### config.mk
export PLATFORM = sky130hd
export DESIGN_NAME = pio_register_page
export DESIGN_NICKNAME = d
export VERILOG_FILES = /design/src/pio_page_pkg.sv /design/src/pio_page_if.sv /design/src/pio_register_page.sv /design/src/id_check_gen.sv
export SDC_FILE = /design/constraint.sdc
export NUM_CORES = 1
export LEC_CHECK = 0
export ABC_AREA = 1
export BUFFER_PORTS_ARGS = -buffer_cell sky130_fd_sc_hd__buf_2
export CAP_MARGIN = 20
export CORE_MARGIN = 5
export CORE_UTILIZATION = 35
export CTS_BUF_LIST = sky130_fd_sc_hd__clkbuf_2 sky130_fd_sc_hd__clkbuf_4 sky130_fd_sc_hd__clkbuf_8
export DETAILED_ROUTE_END_ITERATION = 10
export PLACE_DENSITY = 0.56
export SLEW_MARGIN = 20
export SYNTH_ARGS = -nofsm -noshare
export SYNTH_HDL_FRONTEND = slang
export SYNTH_SLANG_ARGS = --single-unit
### constraint.sdc
create_clock -name core_clk -period 1.9 [get_ports core_clk]
set_input_delay 0.19 -clock core_clk [delete_from_list [all_inputs] [get_ports core_clk]]
set_output_delay 0.19 -clock core_clk [all_outputs]
set_load 0.01 [all_outputs]
### src/pio_page_pkg.sv
// constants for the register page and identity code of the switch block
package pio_page_pkg;
    localparam logic [15:0] addr_pin_level = 16'h0088;
    localparam logic [15:0] addr_out_latch = 16'h0089;
    localparam logic [15:0] addr_activity = 16'h008A;
    localparam logic [15:0] addr_search_mask = 16'h008B;
    localparam logic [15:0] addr_search_pol = 16'h008C;
    localparam logic [15:0] addr_control = 16'h008D;
    localparam logic [15:0] addr_page_last = 16'h008F;
    localparam logic [7:0] page_filler = 8'hFF;
    localparam logic [7:0] undefined_fill = 8'h00;
    localparam logic [7:0] mask_reset = 8'h00;
    localparam logic [7:0] pol_reset = 8'h00;
    localparam logic [7:0] activity_reset = 8'h00;
    localparam logic [7:0] latch_off = 8'hFF;
    localparam logic [7:0] control_writable = 8'h0F;
    localparam logic [7:0] crc_seed = 8'h00;
    localparam logic [7:0] crc_poly_rev = 8'h8C;
    localparam int src_select_bit = 0;
    localparam int combine_bit = 1;
    localparam int pin_function_bit = 2;
    localparam int power_up_bit = 3;
    localparam int supply_bit = 7;
    localparam logic [5:0] id_bit_count = 6'd56;
    localparam logic [2:0] byte_last_bit = 3'd7;
    localparam logic [7:0] family_code = 8'h5A; // arbitrary value
    localparam logic [47:0] serial_number = 48'h0000_1234_5678; // arbitrary value
endpackage

### src/pio_page_if.sv
// bundle between the page core and the identity check generator
`timescale 1ns/1ps
`default_nettype none
interface pio_page_if;
    logic start;
    logic busy;
    logic [7:0] check;
    modport core (output start, input busy, input check);
    modport gen (input start, output busy, output check);
endinterface
`default_nettype wire

### src/pio_register_page.sv
// register page, identity code and search response of the eight-channel switch
//
// What this block does
// - holds family, serial and check bytes as identity
// - check uses x8+x5+x4+1 xor feedback shifter
// - check generator starts zero, lsb first
// - all page registers are volatile
// - access only through read and search-write commands
// - two addresses after control read all ones
// - pin-state bit n shows channel pin n
// - pins sampled at msb of preceding byte
// - register reads never pulse the strobe pin
// - output latch shows last channel-access write
// - output latch survives discharge reinitialisation
// - output latch loads all ones (channels off) at power-on
// - activity register shows eight activity latches
// - activity clears on reset, pin reset, command
// - polarity sets required level of chosen source
// - mask and polarity clear on power-on
// - mask and polarity written only by search-write
// - low reset pin sets all output latch bits
// - bytes move least significant bit first
// - response is and or or per combine bit
// - pin function defaults to reset input
`timescale 1ns/1ps
`default_nettype none
module pio_register_page (
    // clock and reset
    input wire logic core_clk,
    input wire logic reset_n,
    // channel pins, reset/strobe pin and supply_present input
    input wire logic [7:0] channel_pin,
    input wire logic reset_or_pulse_pin,
    input wire logic supply_present,
    // command side: byte level access from the protocol engine
    input wire logic [15:0] target_addr,
    input wire logic read_strobe,
    input wire logic sample_strobe,
    input wire logic search_write_strobe,
    input wire logic [7:0] write_data,
    input wire logic channel_write_strobe,
    input wire logic [7:0] channel_write_data,
    input wire logic channel_read_strobe,
    input wire logic clear_activity_strobe,
    input wire logic id_reload,
    input wire logic [5:0] id_bit_index,
    // answers
    output logic [7:0] read_data,
    output logic id_bit,
    output logic [7:0] id_check,
    output logic id_ready,
    output logic search_response_signal,
    output logic access_pulse_output,
    output logic [7:0] channel_drive_n
);
    typedef struct packed {
        logic [2:0] pin_sync0;
        logic [2:0] pin_sync1;
        logic [7:0] pin_a;
        logic [7:0] pin_b;
        logic [7:0] pin_c;
        logic [7:0] pin_stable;
        logic rst_stable;
        logic [7:0] pin_level_snapshot;
        logic [7:0] output_latch_state;
        logic [7:0] activity_latch_state;
        logic [7:0] search_channel_mask;
        logic [7:0] search_channel_polarity;
        logic [3:0] control_bits;
        logic supply_present_flag;
        logic [7:0] read_data;
        logic id_bit;
        logic id_started;
        logic id_busy_d;
        logic [7:0] id_check;
        logic id_ready;
        logic search_response_signal;
        logic access_pulse_output;
    } state_s;

    state_s st;
    state_s next_st;
    pio_page_if link ();
    logic [63:0] id_code;
    logic [7:0] source;
    logic [7:0] match;
    logic pin_reset_active;

    // check generator for the identity code
    id_check_gen u_check (
        .core_clk(core_clk),
        .reset_n(reset_n),
        .link(link)
    );

    // ------------------------------------------------------------
    // helpers
    // ------------------------------------------------------------
    function automatic logic in_range(input logic [15:0] a, input logic [15:0] lo,
                                      input logic [15:0] hi);
        in_range = (a >= lo) && (a <= hi);
    endfunction

    // identity: family in bits 7:0, serial next, check on top
    assign id_code = {st.id_check, pio_page_pkg::serial_number,
                      pio_page_pkg::family_code};
    assign link.start = !st.id_started || id_reload;
    assign pin_reset_active = !st.rst_stable
        && !st.control_bits[pio_page_pkg::pin_function_bit];

    // search source, polarity match and combine
    always_comb begin
        source = st.control_bits[pio_page_pkg::src_select_bit]
            ? st.activity_latch_state : st.pin_stable;
        match = ~(source ^ st.search_channel_polarity);
    end

    // ------------------------------------------------------------
    // next state
    // ------------------------------------------------------------
    always_comb begin
        next_st = st;
        // three stage synchronisers; a change counts once stages two and three agree
        next_st.pin_a = channel_pin;
        next_st.pin_b = st.pin_a;
        next_st.pin_c = st.pin_b;
        if (st.pin_b == st.pin_c) begin
            next_st.pin_stable = st.pin_c;
        end
        next_st.pin_sync0 = {st.pin_sync0[1:0], reset_or_pulse_pin};
        next_st.pin_sync1 = {st.pin_sync1[1:0], supply_present};
        if (st.pin_sync0[1] == st.pin_sync0[2]) begin
            next_st.rst_stable = st.pin_sync0[2];
        end
        if (st.pin_sync1[1] == st.pin_sync1[2]) begin
            next_st.supply_present_flag = st.pin_sync1[2];
        end

        // activity latches catch any sampled change on a channel
        next_st.activity_latch_state = st.activity_latch_state
            | (st.pin_stable ^ next_st.pin_stable);

        // capture at msb of byte preceding the pin-state byte
        if (sample_strobe) begin
            next_st.pin_level_snapshot = st.pin_stable;
        end

        // last channel-access write sets the output latch
        if (channel_write_strobe) begin
            next_st.output_latch_state = channel_write_data;
        end
        // low reset pin forces all channels off; pin reset wins over a write
        if (pin_reset_active) begin
            next_st.output_latch_state = pio_page_pkg::latch_off;
        end

        // command or pin reset clears activity; clear takes precedence here
        if (clear_activity_strobe || pin_reset_active) begin
            next_st.activity_latch_state = pio_page_pkg::activity_reset;
        end

        // search-write command is the only write path; read-only addresses drop it
        if (search_write_strobe) begin
            case (target_addr)
                pio_page_pkg::addr_search_mask:
                    next_st.search_channel_mask = write_data;
                pio_page_pkg::addr_search_pol:
                    next_st.search_channel_polarity = write_data;
                pio_page_pkg::addr_control:
                    next_st.control_bits = write_data[3:0]
                        & pio_page_pkg::control_writable[3:0]
                        & {~write_data[pio_page_pkg::power_up_bit]
                           ? 1'b0 : st.control_bits[pio_page_pkg::power_up_bit],
                           3'b111}; // power-up flag can only be cleared
                default: ;
            endcase
        end

        // read answer; page bytes go out lsb first through the engine
        if (read_strobe) begin
            if (target_addr == pio_page_pkg::addr_pin_level) begin
                next_st.read_data = st.pin_level_snapshot;
            end else if (target_addr == pio_page_pkg::addr_out_latch) begin
                next_st.read_data = st.output_latch_state;
            end else if (target_addr == pio_page_pkg::addr_activity) begin
                next_st.read_data = st.activity_latch_state;
            end else if (target_addr == pio_page_pkg::addr_search_mask) begin
                next_st.read_data = st.search_channel_mask;
            end else if (target_addr == pio_page_pkg::addr_search_pol) begin
                next_st.read_data = st.search_channel_polarity;
            end else if (target_addr == pio_page_pkg::addr_control) begin
                next_st.read_data = {st.supply_present_flag, 3'b000, st.control_bits};
            end else if (in_range(target_addr, pio_page_pkg::addr_control + 16'd1,
                                  pio_page_pkg::addr_page_last)) begin
                next_st.read_data = pio_page_pkg::page_filler;
            end else begin
                next_st.read_data = pio_page_pkg::undefined_fill;
            end
        end

        // strobe only for channel reads/writes in strobe mode, never page reads
        next_st.access_pulse_output = !(st.control_bits[pio_page_pkg::pin_function_bit]
            && (channel_write_strobe || channel_read_strobe));

        // conditional search response; power-up flag forces a response
        if (st.search_channel_mask == 8'h00) begin
            next_st.search_response_signal = 1'b0;
        end else if (st.control_bits[pio_page_pkg::combine_bit]) begin
            next_st.search_response_signal = &(match | ~st.search_channel_mask);
        end else begin
            next_st.search_response_signal = |(match & st.search_channel_mask);
        end
        if (st.control_bits[pio_page_pkg::power_up_bit]) begin
            next_st.search_response_signal = 1'b1;
        end

        // identity bit select and check capture
        next_st.id_started = 1'b1;
        next_st.id_busy_d = link.busy;
        next_st.id_bit = id_code[id_bit_index];
        if (st.id_busy_d && !link.busy) begin
            next_st.id_check = link.check;
            next_st.id_ready = 1'b1;
        end else if (link.start) begin
            next_st.id_ready = 1'b0;
        end
    end

    // ------------------------------------------------------------
    // registers; reset models power-on, no retention
    // ------------------------------------------------------------
    always_ff @(posedge core_clk) begin
        if (!reset_n) begin
            st <= '0;
            st.search_channel_mask <= pio_page_pkg::mask_reset;
            st.search_channel_polarity <= pio_page_pkg::pol_reset;
            st.activity_latch_state <= pio_page_pkg::activity_reset;
            st.control_bits <= 4'h8; // power-up flag set, pin acts as reset
            st.rst_stable <= 1'b1;
            st.pin_sync0 <= 3'h7; // pin idles high; zeros here fake a pin reset after reset
            st.access_pulse_output <= 1'b1;
            st.output_latch_state <= pio_page_pkg::latch_off;
        end else begin
            st <= next_st; // discharge reinit is not reset_n, latch kept
        end
    end

    // ------------------------------------------------------------
    // outputs, all straight from flip-flops
    // ------------------------------------------------------------
    assign read_data = st.read_data;
    assign id_bit = st.id_bit;
    assign id_check = st.id_check;
    assign id_ready = st.id_ready;
    assign search_response_signal = st.search_response_signal;
    assign access_pulse_output = st.access_pulse_output;
    assign channel_drive_n = st.output_latch_state;
endmodule
`default_nettype wire

### src/id_check_gen.sv
// serial check generator for the 56 leading identity bits
`timescale 1ns/1ps
`default_nettype none
module id_check_gen (
    // clock and reset
    input wire logic core_clk,
    input wire logic reset_n,
    // link to the core
    pio_page_if.gen link
);
    typedef struct packed {
        logic busy;
        logic [5:0] count;
        logic [7:0] crc;
        logic [7:0] check;
    } state_s;

    state_s st;
    state_s next_st;
    logic [55:0] id_bits;
    logic bit_in;
    logic fb;

    // family code sits in the low byte so it shifts out first
    assign id_bits = {pio_page_pkg::serial_number, pio_page_pkg::family_code};
    assign bit_in = id_bits[st.count];
    assign fb = bit_in ^ st.crc[0];

    // one bit per cycle, lsb first, seed cleared
    always_comb begin
        next_st = st;
        if (link.start && !st.busy) begin
            next_st.busy = 1'b1;
            next_st.count = 6'd0;
            next_st.crc = pio_page_pkg::crc_seed;
        end else if (st.busy) begin
            // reflected x^8+x^5+x^4+1 shift with xor feedback
            next_st.crc = (st.crc >> 1) ^ (fb ? pio_page_pkg::crc_poly_rev : 8'h00);
            next_st.count = st.count + 6'd1;
            if (st.count == pio_page_pkg::id_bit_count - 6'd1) begin
                next_st.busy = 1'b0;
                next_st.check = (st.crc >> 1) ^ (fb ? pio_page_pkg::crc_poly_rev : 8'h00);
            end
        end
    end

    always_ff @(posedge core_clk) begin
        if (!reset_n) begin
            st <= '0;
        end else begin
            st <= next_st;
        end
    end

    assign link.busy = st.busy;
    assign link.check = st.check;
endmodule
`default_nettype wire

==> After elaboration in Yosys (flattened, before gate mapping) <==
Memories as Yosys holds them, arrays and structs flattened. A register that Yosys moved wholly into a read port is not among the register bits.
Index checks and enable logic that the tools add are counted.
{ "word_totals": {"regBits": 129, "mem_count": 1, "word_cells": 105, "rom_bits": 64, "output_inout_bits": 28, "in_bits": 57} }
{ "mem_list": {"columns": ["name", "depth", "width", "read_ports", "rd_ports_with_merged_regs", "write_ports", "line_no", "text"], "rows": [
  ["(name not given)", 64, 1, 1, 1, 0, "id_check_gen.sv:26", "assign bit_in = id_bits[st.count];"]
]} }
{ "op_classes": {"n_addsub": 1, "n_lt_le_gt_ge": 4, "bitwise_logic": 12, "eq_ne": 10, "muxes": 27, "n_reduce_logical": 24} }
{ "op_table": {"columns": ["cell", "count"], "rows": [
  ["$eq 16x8->1 const B", 6],
  ["$mux 8", 12],
  ["$mux 23", 1],
  ["$ge 16x8->1 const B", 1],
  ["$le 16x8->1 const B", 1],
  ["$not 8->8", 2],
  ["$or 8x8->8", 2],
  ["$xor 8x8->8", 2],
  ["$mux 15", 1],
  ["$lt 6x7->1 const B", 2],
  ["$mux 13", 1],
  ["$mux 6", 2],
  ["$mux 1", 9],
  ["$and 8x8->8", 1],
  ["$eq 8x8->1", 1],
  ["$logic_not 8->1", 1],
  ["$reduce_and 8->1", 1],
  ["$reduce_or 8->1", 1],
  ["$xor 7x8->8", 1],
  ["$add 6x1->6 const B", 1],
  ["$bmux 1 s6", 1],
  ["$eq 6x6->1 const B", 1],
  ["$reduce_and 2->1", 3],
  ["$reduce_or 2->1", 3],
  ["other kinds (9)", 21]
]} }

==> Longest topological paths before layout <==
{ "logic_depth": {"ltp_word": 9, "ltp_mapped": 13, "depth_no_buf": 13} }

==> Modules after synthesis <==
From an unflattened synthesis, not the netlist that was laid out.
{ "unflattened": {"hier_cells": 893, "hier_area_um2": 6399.9} }
{ "by_module_without_submodules": {"columns": ["mod", "area_per_inst_um2", "cells_per_inst", "n_inst", "seq_area_each_um2"], "rows": [
  ["pio_register_page", 5206.2, 727, 1, 2122.0],
  ["id_check_gen", 1193.6, 166, 1, 480.5]
]} }

==> Worst setup path after synthesis <==
OpenSTA, ideal clock, no wires.
{ "synth_path": {"path_kind": "register to register", "startpoint": "register u_check.st (netlist bit u_check.link.busy)", "endpoint": "register u_check.bit_in (netlist name)", "setup_ns": 0.118, "required_ns": 1.782, "path_stages_with_launch": 13, "path_buffers": 1, "arrival_ns": 1.489, "synth_period_minus_slack_ns": 1.608, "setup_slack_ns": 0.292, "cell_sequence": "dfxtp_1 inv_1 clkbuf_1 nand2_1 nand2_1 nand2_1 inv_1 ha_1 nand2_1 o21ai_0 o21ai_0 o21bai_1 o21ai_1"} }
{ "synth_lines": {"columns": ["element", "line_no", "text"], "rows": [
  ["start: declaration", "id_check_gen.sv:18", "state_s st;"],
  ["start signal: assignment", "id_check_gen.sv:51", "st <= next_st;"]
]} }

==> impl_metrics.prom <==
# TYPE chip_impl_metric gauge
chip_impl_metric{name="worst_slew_pin_slew",unit="ps"} 586.9
chip_impl_metric{name="critical_path.max_fanout",unit=""} 4
chip_impl_metric{name="starting_density",unit=""} 0.3535
chip_impl_metric{name="ant_nets",unit=""} 0
chip_impl_info{name="holdCritPathClass",value="in2reg"} 1
chip_impl_metric{name="cts_max_path_buffers",unit=""} 2
chip_impl_metric{name="yosysWarnings",unit=""} 0
chip_impl_info{name="timing.critical_path.from_type",value="flip-flop"} 1
chip_impl_metric{name="asyncSetResetFlopFracSynth",unit=""} 0
chip_impl_metric{name="clkTransAtPathRegs",unit="ps"} 80
chip_impl_metric{name="postSynthCellCount",unit=""} 878
chip_impl_metric{name="ios",unit=""} 85
chip_impl_info{name="run_status",value="completed"} 1
chip_impl_metric{name="drcViolationCount",unit=""} 0
chip_impl_metric{name="core",unit="mm2"} 0.01784
chip_impl_metric{name="power-per-cell-area",unit="mW/mm2"} 830.1
chip_impl_metric{name="fin_total_pwr",unit="mW"} 6.244
chip_impl_metric{name="htree_depth",unit=""} 4
chip_impl_metric{name="clock_insertion_delay_worst_skew",unit="ps"} 440
chip_impl_info{name="clockRootBuffer",value="sky130_fd_sc_hd__clkbuf_8"} 1
chip_impl_info{name="synth_top_family_by_area",value="simple AND/OR/NAND/NOR gates"} 1
chip_impl_metric{name="fmax",unit="GHz"} 0.5854
chip_impl_metric{name="fillerInstances",unit=""} 1843
chip_impl_metric{name="cap_violations",unit=""} 0
chip_impl_metric{name="gpl.final_weighted_congestion",unit=""} 0.8226
chip_impl_metric{name="cts_buffers",unit=""} 17
chip_impl_metric{name="drt-wirelength-per-cell",unit="um"} 12.27
chip_impl_metric{name="worst-path-buf-inv",unit=""} 1
chip_impl_metric{name="arrival_time_reported_for_the_critical_path_endpoint",unit="ps"} 2030
chip_impl_metric{name="syn_to_final_growth",unit="%"} 19.24
chip_impl_metric{name="die_height",unit="um"} 144.2
chip_impl_metric{name="antenna_cells",unit=""} 0
chip_impl_info{name="yosys_most_used_dff",value="sky130_fd_sc_hd__dfxtp_1"} 1
chip_impl_metric{name="die-width",unit="um"} 144.2
chip_impl_metric{name="stdcell_count",unit=""} 1214
chip_impl_metric{name="post_synth_fa_ha_maj_area_fraction",unit=""} 0.02182
chip_impl_metric{name="globalRouteOverflowTotal",unit=""} 0
chip_impl_metric{name="number_of_standard_cell_rows_in_the_floorplan",unit=""} 49
chip_impl_metric{name="fp.dieArea",unit="mm2"} 0.02081
chip_impl_metric{name="r2r_slack",unit="ps"} 190
chip_impl_metric{name="synth.yosys.seq_area_share",unit=""} 0.4126
chip_impl_metric{name="detailed_place.area",unit="mm2"} 0.006834
chip_impl_metric{name="worst_ep_required_time",unit="ps"} 2220
chip_impl_metric{name="postLayoutCellArea",unit="mm2"} 0.007521
chip_impl_metric{name="drt_wl_total",unit="mm"} 14.90
chip_impl_metric{name="synth.mux.area_fraction",unit=""} 0
chip_impl_metric{name="ys_seq_elements",unit=""} 130
chip_impl_info{name="tritoncts",value="yes"} 1
chip_impl_metric{name="preCtsSetupSlack",unit="ps"} 68.91
chip_impl_metric{name="setup_slack",unit="ps"} 191.8
chip_impl_info{name="layout.cells.most_common",value="sky130_fd_sc_hd__nand2_1"} 1
chip_impl_info{name="worst_setup_path_startpoint",value="u_check.st[16]"} 1
chip_impl_metric{name="ir_worst_vdd",unit="V"} 0.0004476
chip_impl_metric{name="via_count",unit=""} 5496
chip_impl_metric{name="router_iterations_before_antenna_repair",unit=""} 5
chip_impl_metric{name="syn-mean-instance-area",unit="um2"} 7.184
chip_impl_metric{name="grt.total_usage",unit=""} 0.1459
chip_impl_metric{name="final-setup-viol-count",unit=""} 0
chip_impl_info{name="crit_path_end",value="u_check.bit_in"} 1
chip_impl_metric{name="io_buffer_count",unit=""} 84
chip_impl_metric{name="cts_num_sinks",unit=""} 130
chip_impl_metric{name="holdWs",unit="ps"} 46.20
chip_impl_metric{name="yosys.cell_types.count",unit=""} 47
chip_impl_metric{name="critical_path_depth",unit=""} 10
chip_impl_info{name="mostFrequentLayoutCells",value="sky130_fd_sc_hd__nand2_1 (193), sky130_fd_sc_hd__dfxtp_1 (129), sky130_fd_sc_hd__inv_1 (123)"} 1
chip_impl_metric{name="drt_iter0_drc",unit=""} 303
chip_impl_metric{name="fin_nets",unit=""} 1041
chip_impl_info{name="timing.critical_path.cells",value="ha_1 -> nand2_1 -> nand2_1 -> nand2_1 -> inv_1 -> ha_1 -> o21ai_0 -> o21ai_0 -> o21bai_1 -> o21ai_1"} 1
chip_impl_metric{name="period_needed",unit="ps"} 1708
chip_impl_metric{name="placed_cells",unit=""} 1161
chip_impl_info{name="grt_setup_unrepaired",value="no"} 1
chip_impl_metric{name="synth_edf_count",unit=""} 0
chip_impl_metric{name="via_per_inst",unit=""} 4.527
chip_impl_metric{name="timing.final.hold_violations",unit=""} 0
chip_impl_metric{name="final_min_period_over_clock_period",unit=""} 0.8991
chip_impl_metric{name="critPathMaxStageDelay",unit="ps"} 330
chip_impl_metric{name="post-route-util",unit=""} 0.4216
chip_impl_metric{name="mappedNetlistNets",unit=""} 946
chip_impl_metric{name="post_synth_xor_area_fraction",unit=""} 0.01944
chip_impl_metric{name="rr_worst_depth",unit=""} 10
chip_impl_metric{name="fin_worst_skew",unit="ps"} 11.80
chip_impl_metric{name="grt_start_max_net_pins",unit=""} 34
chip_impl_info{name="timing.critical_path.to_type",value="flip-flop"} 1
chip_impl_metric{name="total_leakage_power",unit="nW"} 3.564
chip_impl_info{name="timing.rr.end",value="u_check.bit_in"} 1
chip_impl_info{name="timing.critical_path.max_delay_family",value="compound AO/OA/AOI/OAI gates"} 1
chip_impl_metric{name="finalSetupTns",unit="ps"} 0
chip_impl_info{name="critical_path_class",value="reg2reg"} 1
chip_impl_metric{name="layout-drive-gt1-share",unit=""} 0.1878
chip_impl_metric{name="first_pass_grt_wire_length",unit="mm"} 24.23
chip_impl_metric{name="synth_simple_gate_area_share",unit=""} 0.2708
chip_impl_metric{name="dp_hpwl",unit="mm"} 11.25
chip_impl_metric{name="synth_compound_area_frac",unit=""} 0.1494
chip_impl_info{name="r2r-start",value="u_check.st[16]"} 1
chip_impl_info{name="path_common_cell",value="sky130_fd_sc_hd__nand2_1"} 1
chip_impl_metric{name="number_of_global_route_vias_before_repair",unit=""} 5087
chip_impl_metric{name="synthesis.area",unit="mm2"} 0.006307
chip_impl_metric{name="timing.max_slew.rel_slack",unit=""} 0.6046
chip_impl_metric{name="number_of_antenna_violations_at_the_first_check_in_global_routing",unit=""} 0
chip_impl_info{name="worst_path_max_delay_cell",value="sky130_fd_sc_hd__dfxtp_1"} 1
chip_impl_metric{name="slew_viol_final",unit=""} 0
==> cell usage after synthesis (2+ instances only) <==
cell / count / share of area
sky130_fd_sc_hd__o21ai_2: 2 / 0.0028
sky130_fd_sc_hd__nor3_2: 2 / 0.0032
sky130_fd_sc_hd__nor2_2: 5 / 0.0050
sky130_fd_sc_hd__nor3_1: 7 / 0.0056
sky130_fd_sc_hd__a31oi_1: 6 / 0.0060
sky130_fd_sc_hd__o21ai_0: 69 / 0.055
sky130_fd_sc_hd__o21ai_1: 18 / 0.014
sky130_fd_sc_hd__ha_1: 11 / 0.022
sky130_fd_sc_hd__nor4_1: 4 / 0.0040
sky130_fd_sc_hd__a21oi_1: 54 / 0.043
sky130_fd_sc_hd__nand3_1: 30 / 0.024
sky130_fd_sc_hd__a211oi_1: 3 / 0.0036
sky130_fd_sc_hd__nor2_4: 7 / 0.012
sky130_fd_sc_hd__nand3_2: 3 / 0.0048
sky130_fd_sc_hd__buf_6: 5 / 0.0089
sky130_fd_sc_hd__nand4_1: 8 / 0.0079
sky130_fd_sc_hd__nand2_1: 193 / 0.11
sky130_fd_sc_hd__clkbuf_1: 17 / 0.010
sky130_fd_sc_hd__nor2_1: 98 / 0.058
sky130_fd_sc_hd__buf_4: 26 / 0.031
sky130_fd_sc_hd__nand2_2: 5 / 0.0050
sky130_fd_sc_hd__a21oi_2: 2 / 0.0028
sky130_fd_sc_hd__dfxtp_1: 130 / 0.41
sky130_fd_sc_hd__xnor2_1: 2 / 0.0028
sky130_fd_sc_hd__xor2_1: 12 / 0.017
sky130_fd_sc_hd__inv_1: 123 / 0.073
sky130_fd_sc_hd__a211oi_2: 7 / 0.014
sky130_fd_sc_hd__inv_2: 3 / 0.0018
sky130_fd_sc_hd__or2_2: 8 / 0.0079
==> power by group <==
part / leakage (nW) / switching [mW] / internal (mW)
Combinational: 2.28 / 0.374 / 0.254
Sequential: 1.06 / 0.0715 / 2.83
Clock: 0.226 / 1.10 / 1.61
Total: 3.56 / 1.55 / 4.70
==> per-layer routing <==
metal  vias up  global-route usage  wire length, um  share of wire
met5         -                   0                0              0
met4         0             0.05695              288          0.019
met3        21             0.03373              816          0.055
met2       133              0.2305             6645           0.45
met1      2388              0.1939             7151           0.48
li1       2954                   -                -              -
==> area by class of cell <==
cell class / count / area, um2 / area share
well taps: 229 / 286.5 / 0.03810
inverters: 127 / 479.2 / 0.06372
clock buffers: 19 / 255.2 / 0.03394
clock inverters: 12 / 205.2 / 0.02728
repair buffers: 124 / 775.7 / 0.1031
flip-flops and latches: 130 / 2604 / 0.3462
multi-input cells: 573 / 2915 / 0.3876
==> timing repair <==
| item | in CTS | in global routing |
|---|---|---|
| hold endpoints to repair | 22 | 0 |
| buffers inserted | 0 | 0 |
| gates resized for setup | 0 | 2 |
| hold buffers | 22 | 0 |
| endpoints found under the setup margin | 0 | 1 |
==> worst min-delay path: stages <==
cell and delay [ps]:
sky130_fd_sc_hd__buf_2 130, sky130_fd_sc_hd__nand2_1 60, sky130_fd_sc_hd__a21oi_1 50
==> sequential cells by signal (all words and copies together) (netlist names) <==
name / flops
st: 58
next_st: 20
u_check.st: 14
channel_drive_n: 8
id_check: 8
read_data: 8
u_check.link.check: 8
access_pulse_output: 1
id_bit: 1
id_ready: 1
search_response_signal: 1
u_check.bit_in: 1
u_check.link.busy: 1
==> kinds of logic after synthesis <==
group,Yosys count
AO/OA/AOI/OAI,168
adder cells (fa/ha/maj),11
buffers and inverters,175
flip-flops,130
AND/OR/NAND/NOR,380
XOR/XNOR,14
==> how the worst min path moves through the flow <==
| stage | from | to | slack, ps | cells after the start |
|---|---|---|---|---|
| 2_1_floorplan | reset_n | st[12] | 220 | 0 |
| 3_3_place_gp | channel_pin[0] | next_st[84] | 380 | 3 |
| 3_5_place_dp | channel_pin[0] | next_st[84] | 370 | 3 |
| 4_1_cts | id_bit_index[5] | id_bit | 0.4 | 4 |
| 5_1_grt | read_strobe | read_data[2] | 30 | 3 |
| 6_report | read_strobe | read_data[2] | 50 | 3 |
No activity file was read; power rests on OpenSTA's default activity.
